## config.mk

```make
export PLATFORM = sky130hd
export DESIGN_NAME = dctp_timer
export DESIGN_NICKNAME = d
export VERILOG_FILES = /design/src/inc/dctp_pkg.sv /design/src/hdl/dctp_timer.sv
export VERILOG_INCLUDE_DIRS = /design/src /design/src/inc
export SDC_FILE = /design/constraint.sdc
export NUM_CORES = 2
export LEC_CHECK = 0
export BUFFER_PORTS_ARGS = -buffer_cell sky130_fd_sc_hd__buf_2
export CAP_MARGIN = 10
export CORE_ASPECT_RATIO = 1.5
export CORE_MARGIN = 2
export CORE_UTILIZATION = 50
export DETAILED_ROUTE_END_ITERATION = 6
export PLACE_DENSITY = 0.66
export SLEW_MARGIN = 20
export SYNTH_ARGS = -nofsm -noshare
export SYNTH_HDL_FRONTEND = slang
export SYNTH_SLANG_ARGS = --single-unit
```

## constraint.sdc

```tcl
create_clock -name i_clk -period 17.2 [get_ports i_clk]
set_input_delay 4.3 -clock i_clk [delete_from_list [all_inputs] [get_ports i_clk]]
set_output_delay 4.3 -clock i_clk [all_outputs]
set_load 0.005 [all_outputs]
```

## src/inc/dctp_map.svh

```systemverilog
// register map, field positions, reset values and timing counts of the
// dual channel timer; assumes a 100 MHz system clock and a 12-bit APB address
`ifndef DCTP_MAP_SVH
`define DCTP_MAP_SVH

// ----------------------------------------------------------------
// register offsets
// ----------------------------------------------------------------
`define DCTP_CTRL_OFS 12'h000
`define DCTP_STAT_OFS 12'h004
`define DCTP_PRIO_OFS 12'h008
`define DCTP_FREQ_A_OFS 12'h010
`define DCTP_PER_A_OFS 12'h014
`define DCTP_DUTY_A_OFS 12'h018
`define DCTP_CNT_A_OFS 12'h01C
`define DCTP_FREQ_B_OFS 12'h020
`define DCTP_PER_B_OFS 12'h024
`define DCTP_DUTY_B_OFS 12'h028
`define DCTP_CNT_B_OFS 12'h02C
`define DCTP_CH_SEL 12'h020

// ----------------------------------------------------------------
// field positions and reset values
// ----------------------------------------------------------------
`define DCTP_CTRL_MODE_LSB 2
`define DCTP_CTRL_W32_BIT 4
`define DCTP_CTRL_POL_LSB 5
`define DCTP_STAT_RUN_LSB 2
`define DCTP_PRIO_B_LSB 4
`define DCTP_PRIO_RST 3'h1

// ----------------------------------------------------------------
// timing
// ----------------------------------------------------------------
`define DCTP_CLK_HZ 32'h05F5_E100
`define DCTP_US_PER_S 32'h000F_4240
`define DCTP_CYC_PER_US (`DCTP_CLK_HZ / `DCTP_US_PER_S)
`define DCTP_TERM16 32'h0001_0000
`define DCTP_DUTY_FULL 32'h0000_2710
`define DCTP_DIV_STEPS 6'h20

`endif

```

## src/inc/dctp_pkg.sv

```systemverilog
// types of the dual channel timer
// assumes dctp_map.svh for all numbers
`default_nettype none
package dctp_pkg;

   typedef enum logic [1:0] {DCTP_ONE_SHOT, DCTP_PERIODIC, DCTP_PWM, DCTP_BAD} dctp_mode_type;

   typedef enum logic {DCTP_IDLE, DCTP_DIV} dctp_div_type;

   typedef struct packed {
      logic [1:0][31:0] cnt;
      logic [1:0][31:0] load;
      logic [1:0][31:0] freq;
      logic [1:0][31:0] per;
      logic [1:0][13:0] duty;
      logic [1:0][2:0] prio;
      logic [1:0] run;
      logic [1:0] on;
      logic [1:0] flag;
      logic [1:0] pol;
      logic [1:0] pwm;
      logic [1:0] oe;
      dctp_mode_type mode;
      logic w32;
      dctp_div_type div;
      logic div_ch;
      logic [5:0] div_cnt;
      logic [31:0] div_num;
      logic [31:0] div_rem;
      logic [31:0] prdata;
      logic pready;
      logic pslverr;
      logic irq;
      logic [2:0] irq_prio;
   } dctp_state_type;

endpackage

`default_nettype wire

```

## src/hdl/dctp_timer.sv

```systemverilog
// one timer of two 16-bit channels, joinable to one 32-bit channel,
// with single-run, repeating and pwm modes behind an APB slave
// assumes a single 100 MHz clock and an APB master on the same clock
`timescale 1ns/1ps
`default_nettype none
`include "dctp_map.svh"

module dctp_timer
   import dctp_pkg::*;
#(
   parameter logic [1:0] TIMER_ID = 2'h0
) (
   // clock and reset
   input wire logic i_clk,
   input wire logic i_sys_rst,
   // apb slave
   input wire logic i_psel,
   input wire logic i_penable,
   input wire logic i_pwrite,
   input wire logic [11:0] i_paddr,
   input wire logic [31:0] i_pwdata,
   output logic [31:0] o_prdata,
   output logic o_pready,
   output logic o_pslverr,
   // pwm pins
   output logic [1:0] o_pwm,
   output logic [1:0] o_pwm_oe,
   // interrupt
   output logic o_irq,
   output logic [2:0] o_irq_prio
);

   // ----------------------------------------------------------------
   // fixed pwm pins per timer
   // ----------------------------------------------------------------
   // timers 0 and 1 have a pin on half A only, 2 on half B, 3 on both
   localparam logic [1:0] PIN_MASK = (TIMER_ID == 2'h3) ? 2'b11 :
                                     (TIMER_ID == 2'h2) ? 2'b10 : 2'b01;

   dctp_state_type s_q;
   dctp_state_type s_d;
   logic [1:0][31:0] term_w;
   logic [1:0] on_w;
   logic [1:0] evt_w;
   logic [1:0] clr_w;
   logic setup_w;
   logic wr_ctrl_w;
   logic ch_w;
   logic [39:0] per_prod_w;
   logic [32:0] rem_sh_w;
   dctp_mode_type wmode_w;

   assign setup_w = i_psel && !i_penable && (s_q.div == DCTP_IDLE);
   assign wr_ctrl_w = setup_w && i_pwrite && (i_paddr == `DCTP_CTRL_OFS);
   assign ch_w = (i_paddr & `DCTP_CH_SEL) != 12'h000;
   assign wmode_w = dctp_mode_type'(i_pwdata[`DCTP_CTRL_MODE_LSB +: 2]);
   assign per_prod_w = {8'h00, i_pwdata} * {8'h00, `DCTP_CYC_PER_US};
   assign rem_sh_w = {s_q.div_rem, s_q.div_num[31]};

   // ----------------------------------------------------------------
   // next state
   // ----------------------------------------------------------------
   always_comb begin
      s_d = s_q;
      evt_w = 2'b00;
      clr_w = 2'b00;
      s_d.pready = 1'b0;
      s_d.pslverr = 1'b0;

      // counters, one per half; mode is shared by the timer
      for (int i = 0; i < 2; i++) begin
         // the 16-bit count is clamped, so very slow rates need 32-bit width
         if (s_q.w32 && i == 0) begin
            term_w[i] = s_q.load[i];
         end else if (s_q.load[i] > `DCTP_TERM16) begin
            term_w[i] = `DCTP_TERM16;
         end else begin
            term_w[i] = s_q.load[i];
         end
         on_w[i] = (({16'h0000, s_q.cnt[i][15:0]} + 32'h0000_0001) * `DCTP_DUTY_FULL) <=
                   (term_w[i] * {18'h0_0000, s_q.duty[i]});
         if (s_q.run[i]) begin
            if (s_q.cnt[i] >= term_w[i] - 32'h0000_0001) begin
               s_d.cnt[i] = 32'h0000_0000;
               if (s_q.mode != DCTP_PWM) begin
                  evt_w[i] = 1'b1;
               end
               if (s_q.mode == DCTP_ONE_SHOT) begin
                  s_d.run[i] = 1'b0;
               end
            end else begin
               s_d.cnt[i] = s_q.cnt[i] + 32'h0000_0001;
            end
            if (s_q.mode == DCTP_PWM && s_q.on[i] && !on_w[i]) begin
               evt_w[i] = 1'b1;
            end
         end
         s_d.on[i] = s_q.run[i] && on_w[i];
         s_d.pwm[i] = (s_q.run[i] && s_q.mode == DCTP_PWM && on_w[i]) ^ s_q.pol[i];
         s_d.oe[i] = s_q.run[i] && s_q.mode == DCTP_PWM && PIN_MASK[i];
      end

      // frequency to cycle count, one quotient bit per clock
      if (s_q.div == DCTP_DIV) begin
         if (rem_sh_w >= {1'b0, s_q.freq[s_q.div_ch]}) begin
            s_d.div_rem = rem_sh_w[31:0] - s_q.freq[s_q.div_ch];
            s_d.div_num = {s_q.div_num[30:0], 1'b1};
         end else begin
            s_d.div_rem = rem_sh_w[31:0];
            s_d.div_num = {s_q.div_num[30:0], 1'b0};
         end
         s_d.div_cnt = s_q.div_cnt - 6'h01;
         if (s_q.div_cnt == 6'h01) begin
            // a rate above the clock still gives the shortest period
            s_d.load[s_q.div_ch] = (s_d.div_num == 32'h0000_0000) ? 32'h0000_0001 : s_d.div_num;
            s_d.div = DCTP_IDLE;
            s_d.pready = 1'b1;
         end
      end

      // apb access, decoded in the setup cycle
      if (setup_w) begin
         s_d.pready = 1'b1;
         s_d.prdata = 32'h0000_0000;
         if (i_pwrite) begin
            case (i_paddr)
               `DCTP_CTRL_OFS: begin
                  if (wmode_w == DCTP_BAD || (wmode_w == DCTP_PWM && i_pwdata[`DCTP_CTRL_W32_BIT])) begin
                     s_d.pslverr = 1'b1;
                  end else begin
                     s_d.mode = wmode_w;
                     s_d.w32 = i_pwdata[`DCTP_CTRL_W32_BIT];
                     s_d.pol = i_pwdata[`DCTP_CTRL_POL_LSB +: 2];
                     for (int i = 0; i < 2; i++) begin
                        // enable 0 on both halves is the deinit
                        if (!i_pwdata[i] || s_q.load[i] == 32'h0000_0000 ||
                            (i == 1 && i_pwdata[`DCTP_CTRL_W32_BIT])) begin
                           s_d.run[i] = 1'b0;
                           s_d.cnt[i] = 32'h0000_0000;
                           s_d.on[i] = 1'b0;
                        end else if (!s_q.run[i]) begin
                           s_d.run[i] = 1'b1;
                           s_d.cnt[i] = 32'h0000_0000;
                        end
                     end
                  end
               end
               `DCTP_STAT_OFS: begin
                  clr_w = i_pwdata[1:0];
               end
               `DCTP_PRIO_OFS: begin
                  if (i_pwdata[2:0] != 3'h0) begin
                     s_d.prio[0] = i_pwdata[2:0];
                  end
                  if (i_pwdata[`DCTP_PRIO_B_LSB +: 3] != 3'h0) begin
                     s_d.prio[1] = i_pwdata[`DCTP_PRIO_B_LSB +: 3];
                  end
               end
               `DCTP_FREQ_A_OFS, `DCTP_FREQ_B_OFS: begin
                  if (i_pwdata == 32'h0000_0000 || (ch_w && s_q.w32)) begin
                     s_d.pslverr = 1'b1;
                  end else begin
                     s_d.freq[ch_w] = i_pwdata;
                     s_d.per[ch_w] = 32'h0000_0000;
                     s_d.div = DCTP_DIV;
                     s_d.div_ch = ch_w;
                     s_d.div_cnt = `DCTP_DIV_STEPS;
                     s_d.div_num = `DCTP_CLK_HZ;
                     s_d.div_rem = 32'h0000_0000;
                     s_d.pready = 1'b0;
                  end
               end
               `DCTP_PER_A_OFS, `DCTP_PER_B_OFS: begin
                  if (i_pwdata == 32'h0000_0000 || (ch_w && s_q.w32)) begin
                     s_d.pslverr = 1'b1;
                  end else begin
                     s_d.per[ch_w] = i_pwdata;
                     s_d.freq[ch_w] = 32'h0000_0000;
                     s_d.load[ch_w] = (per_prod_w[39:32] != 8'h00) ? 32'hFFFF_FFFF : per_prod_w[31:0];
                  end
               end
               `DCTP_DUTY_A_OFS, `DCTP_DUTY_B_OFS: begin
                  if (i_pwdata > `DCTP_DUTY_FULL || (ch_w && s_q.w32)) begin
                     s_d.pslverr = 1'b1;
                  end else begin
                     s_d.duty[ch_w] = i_pwdata[13:0];
                  end
               end
               default: begin
                  s_d.pslverr = 1'b1;
               end
            endcase
         end else begin
            case (i_paddr)
               `DCTP_CTRL_OFS: begin
                  s_d.prdata[1:0] = s_q.run;
                  s_d.prdata[`DCTP_CTRL_MODE_LSB +: 2] = s_q.mode;
                  s_d.prdata[`DCTP_CTRL_W32_BIT] = s_q.w32;
                  s_d.prdata[`DCTP_CTRL_POL_LSB +: 2] = s_q.pol;
               end
               `DCTP_STAT_OFS: begin
                  s_d.prdata[1:0] = s_q.flag;
                  s_d.prdata[`DCTP_STAT_RUN_LSB +: 2] = s_q.run;
               end
               `DCTP_PRIO_OFS: begin
                  s_d.prdata[2:0] = s_q.prio[0];
                  s_d.prdata[`DCTP_PRIO_B_LSB +: 3] = s_q.prio[1];
               end
               `DCTP_FREQ_A_OFS, `DCTP_FREQ_B_OFS: begin
                  s_d.prdata = s_q.freq[ch_w];
               end
               `DCTP_PER_A_OFS, `DCTP_PER_B_OFS: begin
                  s_d.prdata = s_q.per[ch_w];
               end
               `DCTP_DUTY_A_OFS, `DCTP_DUTY_B_OFS: begin
                  s_d.prdata[13:0] = s_q.duty[ch_w];
               end
               `DCTP_CNT_A_OFS, `DCTP_CNT_B_OFS: begin
                  s_d.prdata = s_q.cnt[ch_w];
               end
               default: begin
                  s_d.pslverr = 1'b1;
               end
            endcase
         end
      end

      // an event in the clearing cycle survives the clear
      s_d.flag = (s_q.flag & ~clr_w) | evt_w;
      s_d.irq = |s_d.flag;
      s_d.irq_prio = 3'h0;
      for (int i = 0; i < 2; i++) begin
         if (s_d.flag[i] && s_d.prio[i] > s_d.irq_prio) begin
            s_d.irq_prio = s_d.prio[i];
         end
      end
   end

   // ----------------------------------------------------------------
   // state register
   // ----------------------------------------------------------------
   always_ff @(posedge i_clk or posedge i_sys_rst) begin
      if (i_sys_rst) begin
         s_q <= '0;
         s_q.prio <= {2{`DCTP_PRIO_RST}};
      end else begin
         s_q <= s_d;
      end
   end

   assign o_prdata = s_q.prdata;
   assign o_pready = s_q.pready;
   assign o_pslverr = s_q.pslverr;
   assign o_pwm = s_q.pwm;
   assign o_pwm_oe = s_q.oe;
   assign o_irq = s_q.irq;
   assign o_irq_prio = s_q.irq_prio;
endmodule

`default_nettype wire

```

# Yosys cells after proc, flatten, opt, wreduce, memory -nomap -nowiden

Index checks and enable logic that the tools add are counted.

Reduce and logical (&&, ||, !) cells: 51
Magnitude comparators: 14
Mux-type cells: 99
Bitwise gates (word level): 12
Multipliers: 5
$add $sub $neg: 8
Equal/unequal tests: 17

Operators by type and width:

| cell                     | number |
|---|---|
| $mux W32                 | 24 |
| $mux W294                | 2 |
| $mux W64                 | 6 |
| $bwmux W64               | 4 |
| $pmux W128 S2            | 1 |
| $mux W72                 | 3 |
| $mux W192                | 1 |
| $and A64 B64 Y64         | 2 |
| $logic_not A32 Y1        | 4 |
| $mux W128                | 1 |
| $mux W106                | 1 |
| $mux W70                 | 1 |
| $add A32 B1 Y32 const B  | 2 |
| $demux W32 S1            | 2 |
| $ge A32 B32 Y1           | 2 |
| $gt A32 B17 Y1 const B   | 2 |
| $le A31 B32 Y1           | 2 |
| $mul A32 B14 Y32         | 2 |
| $not A64 Y64             | 1 |
| $sub A32 B1 Y32 const B  | 2 |
| $mux W28                 | 2 |
| $mul A17 B10 Y27 const B | 2 |
| $pmux W18 S3             | 1 |
| $eq A12 B5 Y1 const B    | 4 |
| 48 further kinds         | 132 |

Input bits: 49
Word-level logic and storage cells: 236
Flip-flop bits (word level): 414
Output and inout bits: 42

# Depth between registers and ports, before layout

Depth in word-level cells: 21
Depth in mapped cells: 51
Depth with buffers taken out: 48

# Least setup slack after synthesis

Ideal clock, no wire load.

Path kind: reg2reg
Start point: reg s_q[298] (netlist bit)
End point: reg s_q, in the netlist o_irq_prio[0]
Required time: 17,075 ps
Setup time: 125 ps
Buffers on the path: 3
Period minus slack after synthesis: 11,242 ps
Stages on the path, launching flop included: 50
Slack: 5,958 ps
Data arrival time: 11,117 ps
Cell sequence: dfrtp_1 > buf_2 > or3_4 > or3_4 > o31ai_1 > a21o_1 > clkbuf_1 > and2_1 > clkbuf_1 > nand2_1 > fa_1 > inv_1 > fa_1 > fa_1 > fa_1 > fa_1 > inv_1 > fa_1 > [... 14 more ...] > a21o_1 > a21o_1 > a2111oi_0 > o221ai_1 > o211ai_1 > nor2_1 > mux2i_2 > o21ai_2 > and2_1 > inv_1 > ha_1 > nor2b_1 > o21ai_0 > inv_1 > o21ai_0 > nor2_1 > a2bb2oi_1 > mux2_2

RTL lines:

| element         | line             | source |
|---|---|---|
| start, declared | dctp_timer.sv:40 | `dctp_state_type s_q;` |

==> run summary <==
The flow ran to the end, and the final reports show no timing, DRC or antenna violations. The startpoint kind of the worst setup timing path was a register. After detailed routing, the wire length on met1 is 63.2 mm. The average instance area after synthesis was 8.93 sq um; the cell count after synthesis was 6,132. Synthesis instantiated 94 different standard cells from the library.

Input and output buffers added on the ports amount to 89. The kind of cell with the highest combined delay along the critical path is compound AO/OA/AOI/OAI gates. The post-detailed-routing wire length was 165 mm; the die outline height was 409 um. The worst setup path is captured at a register.

The core utilization of the finished layout is 53.4%. The tools report the root cell of the clock tree as clkbuf_16. The synthesized design spends more area on one cell type than any other, namely fa_1.

No sink is reached through more buffers than the 3 on the longest clock path. The synthesized netlist occupies a cell area of 0.0548 sq mm. The total number of clock tree sinks is 414. Together, buffers and inverters on the worst path number 6. In the routed design, unresolved DRC markers number 0.

The worst slew slack as a fraction of its limit is 23.2%. Sorting the synthesized cells by area gives the leading types as fa_1 (24%), dfrtp_1 (19%), ha_1 (12%). The total track usage was 29.9%; the number of CTS-inserted buffers was 42. The compound-cell area share of the yosys netlist is 12.0%, and the share of flip-flops with an asynchronous set or reset after synthesis is 100%. The number of flops mapped to enable cells by yosys was 0. The category of the most critical setup path is register to register. After Yosys synthesis, and, or, nand and nor cells account for 15.2% of the synthesized area.

The clock-pin transition on the worst setup and hold timing paths is 0.07 ns, and the antenna violation net count after detailed routing is 0. Setup repair after global routing left no endpoint under its margin. The biggest fanout along the worst timing path was 85; the synthesized flop and latch total was 414. The synthesized netlist devotes 36.0% of its cell area to adder and majority cells. The top routing layer in use is met5. Measured along the x axis, the die boundary spans 274 um.

Setup violations remaining at the end of the flow were counted as 0. The final weighted congestion of routability-driven global placement came out at 0.971. Post-layout total power: 4.65 mW. Relative to the synthesized area, the layout overhead comes to 5.79%.

Final hold analysis gives a worst-case slack of 0.477 ns. The run gives 45,300 as the via count of the first global-routing pass. After detailed routing, the met2 layer carries 82.7 mm of wire. The total half-perimeter wirelength after legalization and detailed placement is 129 mm, and the number of antenna violations at the first check in global routing is 12. The portion of synthesized cell area occupied by the leading cell type works out to 23.6%. After detailed routing, the average wire length per cell comes to 21.9 um. The starting density of the core is 50.5%. The most used flip-flop cell after synthesis is dfrtp_1. The routed length on met3 was 10.4 mm. TritonCTS built the clock tree. The run gives 2 as the deepest level of the CTS H-tree.

The number of hold buffers added after cts was 0; the clock latency reported for the late side of the worst-skew pair was 0.62 ns. In the layout the commonest cells are inv_1 (864), nand2_1 (825), fa_1 (646). The peak ir drop on the vdd network is 0.000183 V.

Tracing the worst setup path back leads to its startpoint at s_q[297]. Row generation in the floorplan step produced 148 rows. The region available for standard cell placement spans 0.109 sq mm. For this block, the initial DRC count from the detailed router was 3,272.

After synthesis, the share of cell area in mux cells is 4.72%. The startpoint identified for the worst register-to-register timing path is s_q[297]. The biggest cell delay along the critical path came out at 0.67 ns.

Timing would allow up to 0.0721 GHz. Across the routed clock network, the largest skew measured is 0.0366 ns. The setup total negative slack is 0 ns. For this design, the slowest cell found on the critical path is dfrtp_1. The count of pins over their slew limit is 0. Entering global routing, the biggest net connects 87 pins. The tool flagged a number of max-cap violations equal to 0.

The tools report the startpoint of the most critical hold path as s_q[162]. Post-CTS repair changed the size of 0 cells. The sequential share of the synthesized area was 18.9%. In this run the count of I/O pins placed on the die edge is 91. The first TritonRoute pass finished after 6 iterations.

The arrival time of the worst setup path is 14.35 ns. After global routing the overflow that remains totals 0. Vias after detailed routing: 43,700. The first global-routing pass estimated 259 mm of wire. Of the cells placed in the final design, the portion with a size suffix greater than 1 is 5.61%.

Number of hold violations in the final report: 0. The logs give 10,200 for the number of filler cells placed in the layout and 0 for the buffer count from post-CTS setup fixing. The leakage power summed over all cells was 29.0 nW. The most common library cell in the layout ignoring fill and taps was inv_1. The total power divided by cell area is 80.2 mW/mm^2, and the xor and xnor fraction of the mapped netlist area is 4.33%. The routed design could run at a clock period as short as 13.86 ns. The combinational family with the most area after synthesis was adder cells. At the pin with the least slew margin, the transition time is 1.15 ns.

At the end of the flow, the number of nets in the layout was 7,322. After layout, the worst path uses 80.6% of the clock period. For the area of the die, the log shows 0.112 sq mm. The class of the most critical hold timing path was register to register. The worst endpoint required time is 17.69 ns. Yosys printed 0 warnings. After detailed routing, the number of vias per cell comes to 5.79.
-- tightest hold or removal path, stage by stage (launching register included) --
cell,delay [ns]
dfrtp_1,0.34
nand2_1,0.04
o21ai_0,0.06
-- area by class of cell --
type | count | area [sq um] | share of cell area (%)
multi-input combinational | 4591 | 40000 | 69.1
antenna | 5 | 12.5 | 0.0216
timing repair buffer | 168 | 1050 | 1.82
inverter | 866 | 3260 | 5.62
clock buffer | 61 | 1180 | 2.04
clock inverter | 16 | 255 | 0.440
tap | 1425 | 1780 | 3.08
sequential | 414 | 10400 | 17.9
-- power breakdown --
| part | internal [mW] | leakage, nW | switching, mW |
|---|---|---|---|
| sequential | 1.08 | 4.99 | 0.223 |
| combinational | 1.02 | 23.3 | 1.34 |
| clock | 0.559 | 0.698 | 0.423 |
| total | 2.66 | 29.0 | 1.99 |
-- cells in the mapped netlist (all sizes together) (6+ instances only) --
cell type,instances
a211oi,17
a21boi,17
a21o,110
a21oi,201
a221oi,25
a22o,10
a22oi,29
a2bb2oi,61
a311oi,10
a31oi,13
and2,71
and3,261
buf,91
clkbuf,274
dfrtp,412
fa,646
ha,544
inv,866
mux2,37
mux2i,185
mux4,14
nand2,829
nand2b,32
nand3,78
nand4,49
nor2,265
nor2b,30
nor3,45
nor4,35
o211ai,19
o21a,32
o21ai,347
o21bai,23
o221ai,9
o22ai,19
o31a,6
o31ai,19
or2,19
or3,30
or4,16
xnor2,138
xor2,128
-- metal layers --
layer,vias to the layer above,track usage [%]
li1,20000,-
met2,1392,52.6
met3,383,4.35
met1,21900,36.0
met5,-,0
met4,14,13.7
-- per-stage QoR --
step	setup slack [ns]	instances	cell area [sq um]
after global placement	3.81	7462	56500
after detailed placement	3.52	7462	56500
final	3.34	7546	58000
after global routing	2.41	7541	57900
after floorplan	1.38	6236	55200
after CTS	3.49	7539	57900
-- kinds of logic (layout without fill, tap and decap cells) --
family                   count (synthesis)  after routing
AO/OA/AOI/OAI                         1016           1016
XOR/XNOR                               268            268
adder cells (fa/ha/maj)               1190           1190
buffers and inverters                 1231           1111
flip-flops                             414            414
multiplexers                           236            236
other                                    2            111
AND/OR/NAND/NOR                       1775           1775
-- worst paths after layout --
| check | cells after the start | slack [ns] | endpoint |
|---|---|---|---|
| setup / recovery | 47 | 3.34 | o_irq_prio[1] |
| hold reg to reg | 2 | 0.48 | s_q[162] |
| hold / removal | 2 | 0.48 | s_q[162] |
| min in group asynchronous | 2 | 3.75 | rem_sh_w[23] |
| setup reg to reg | 47 | 3.34 | o_irq_prio[1] |
| max in group asynchronous | 4 | 11.22 | s_q[363] |
Note: power is estimated with default switching activity, not from simulation.
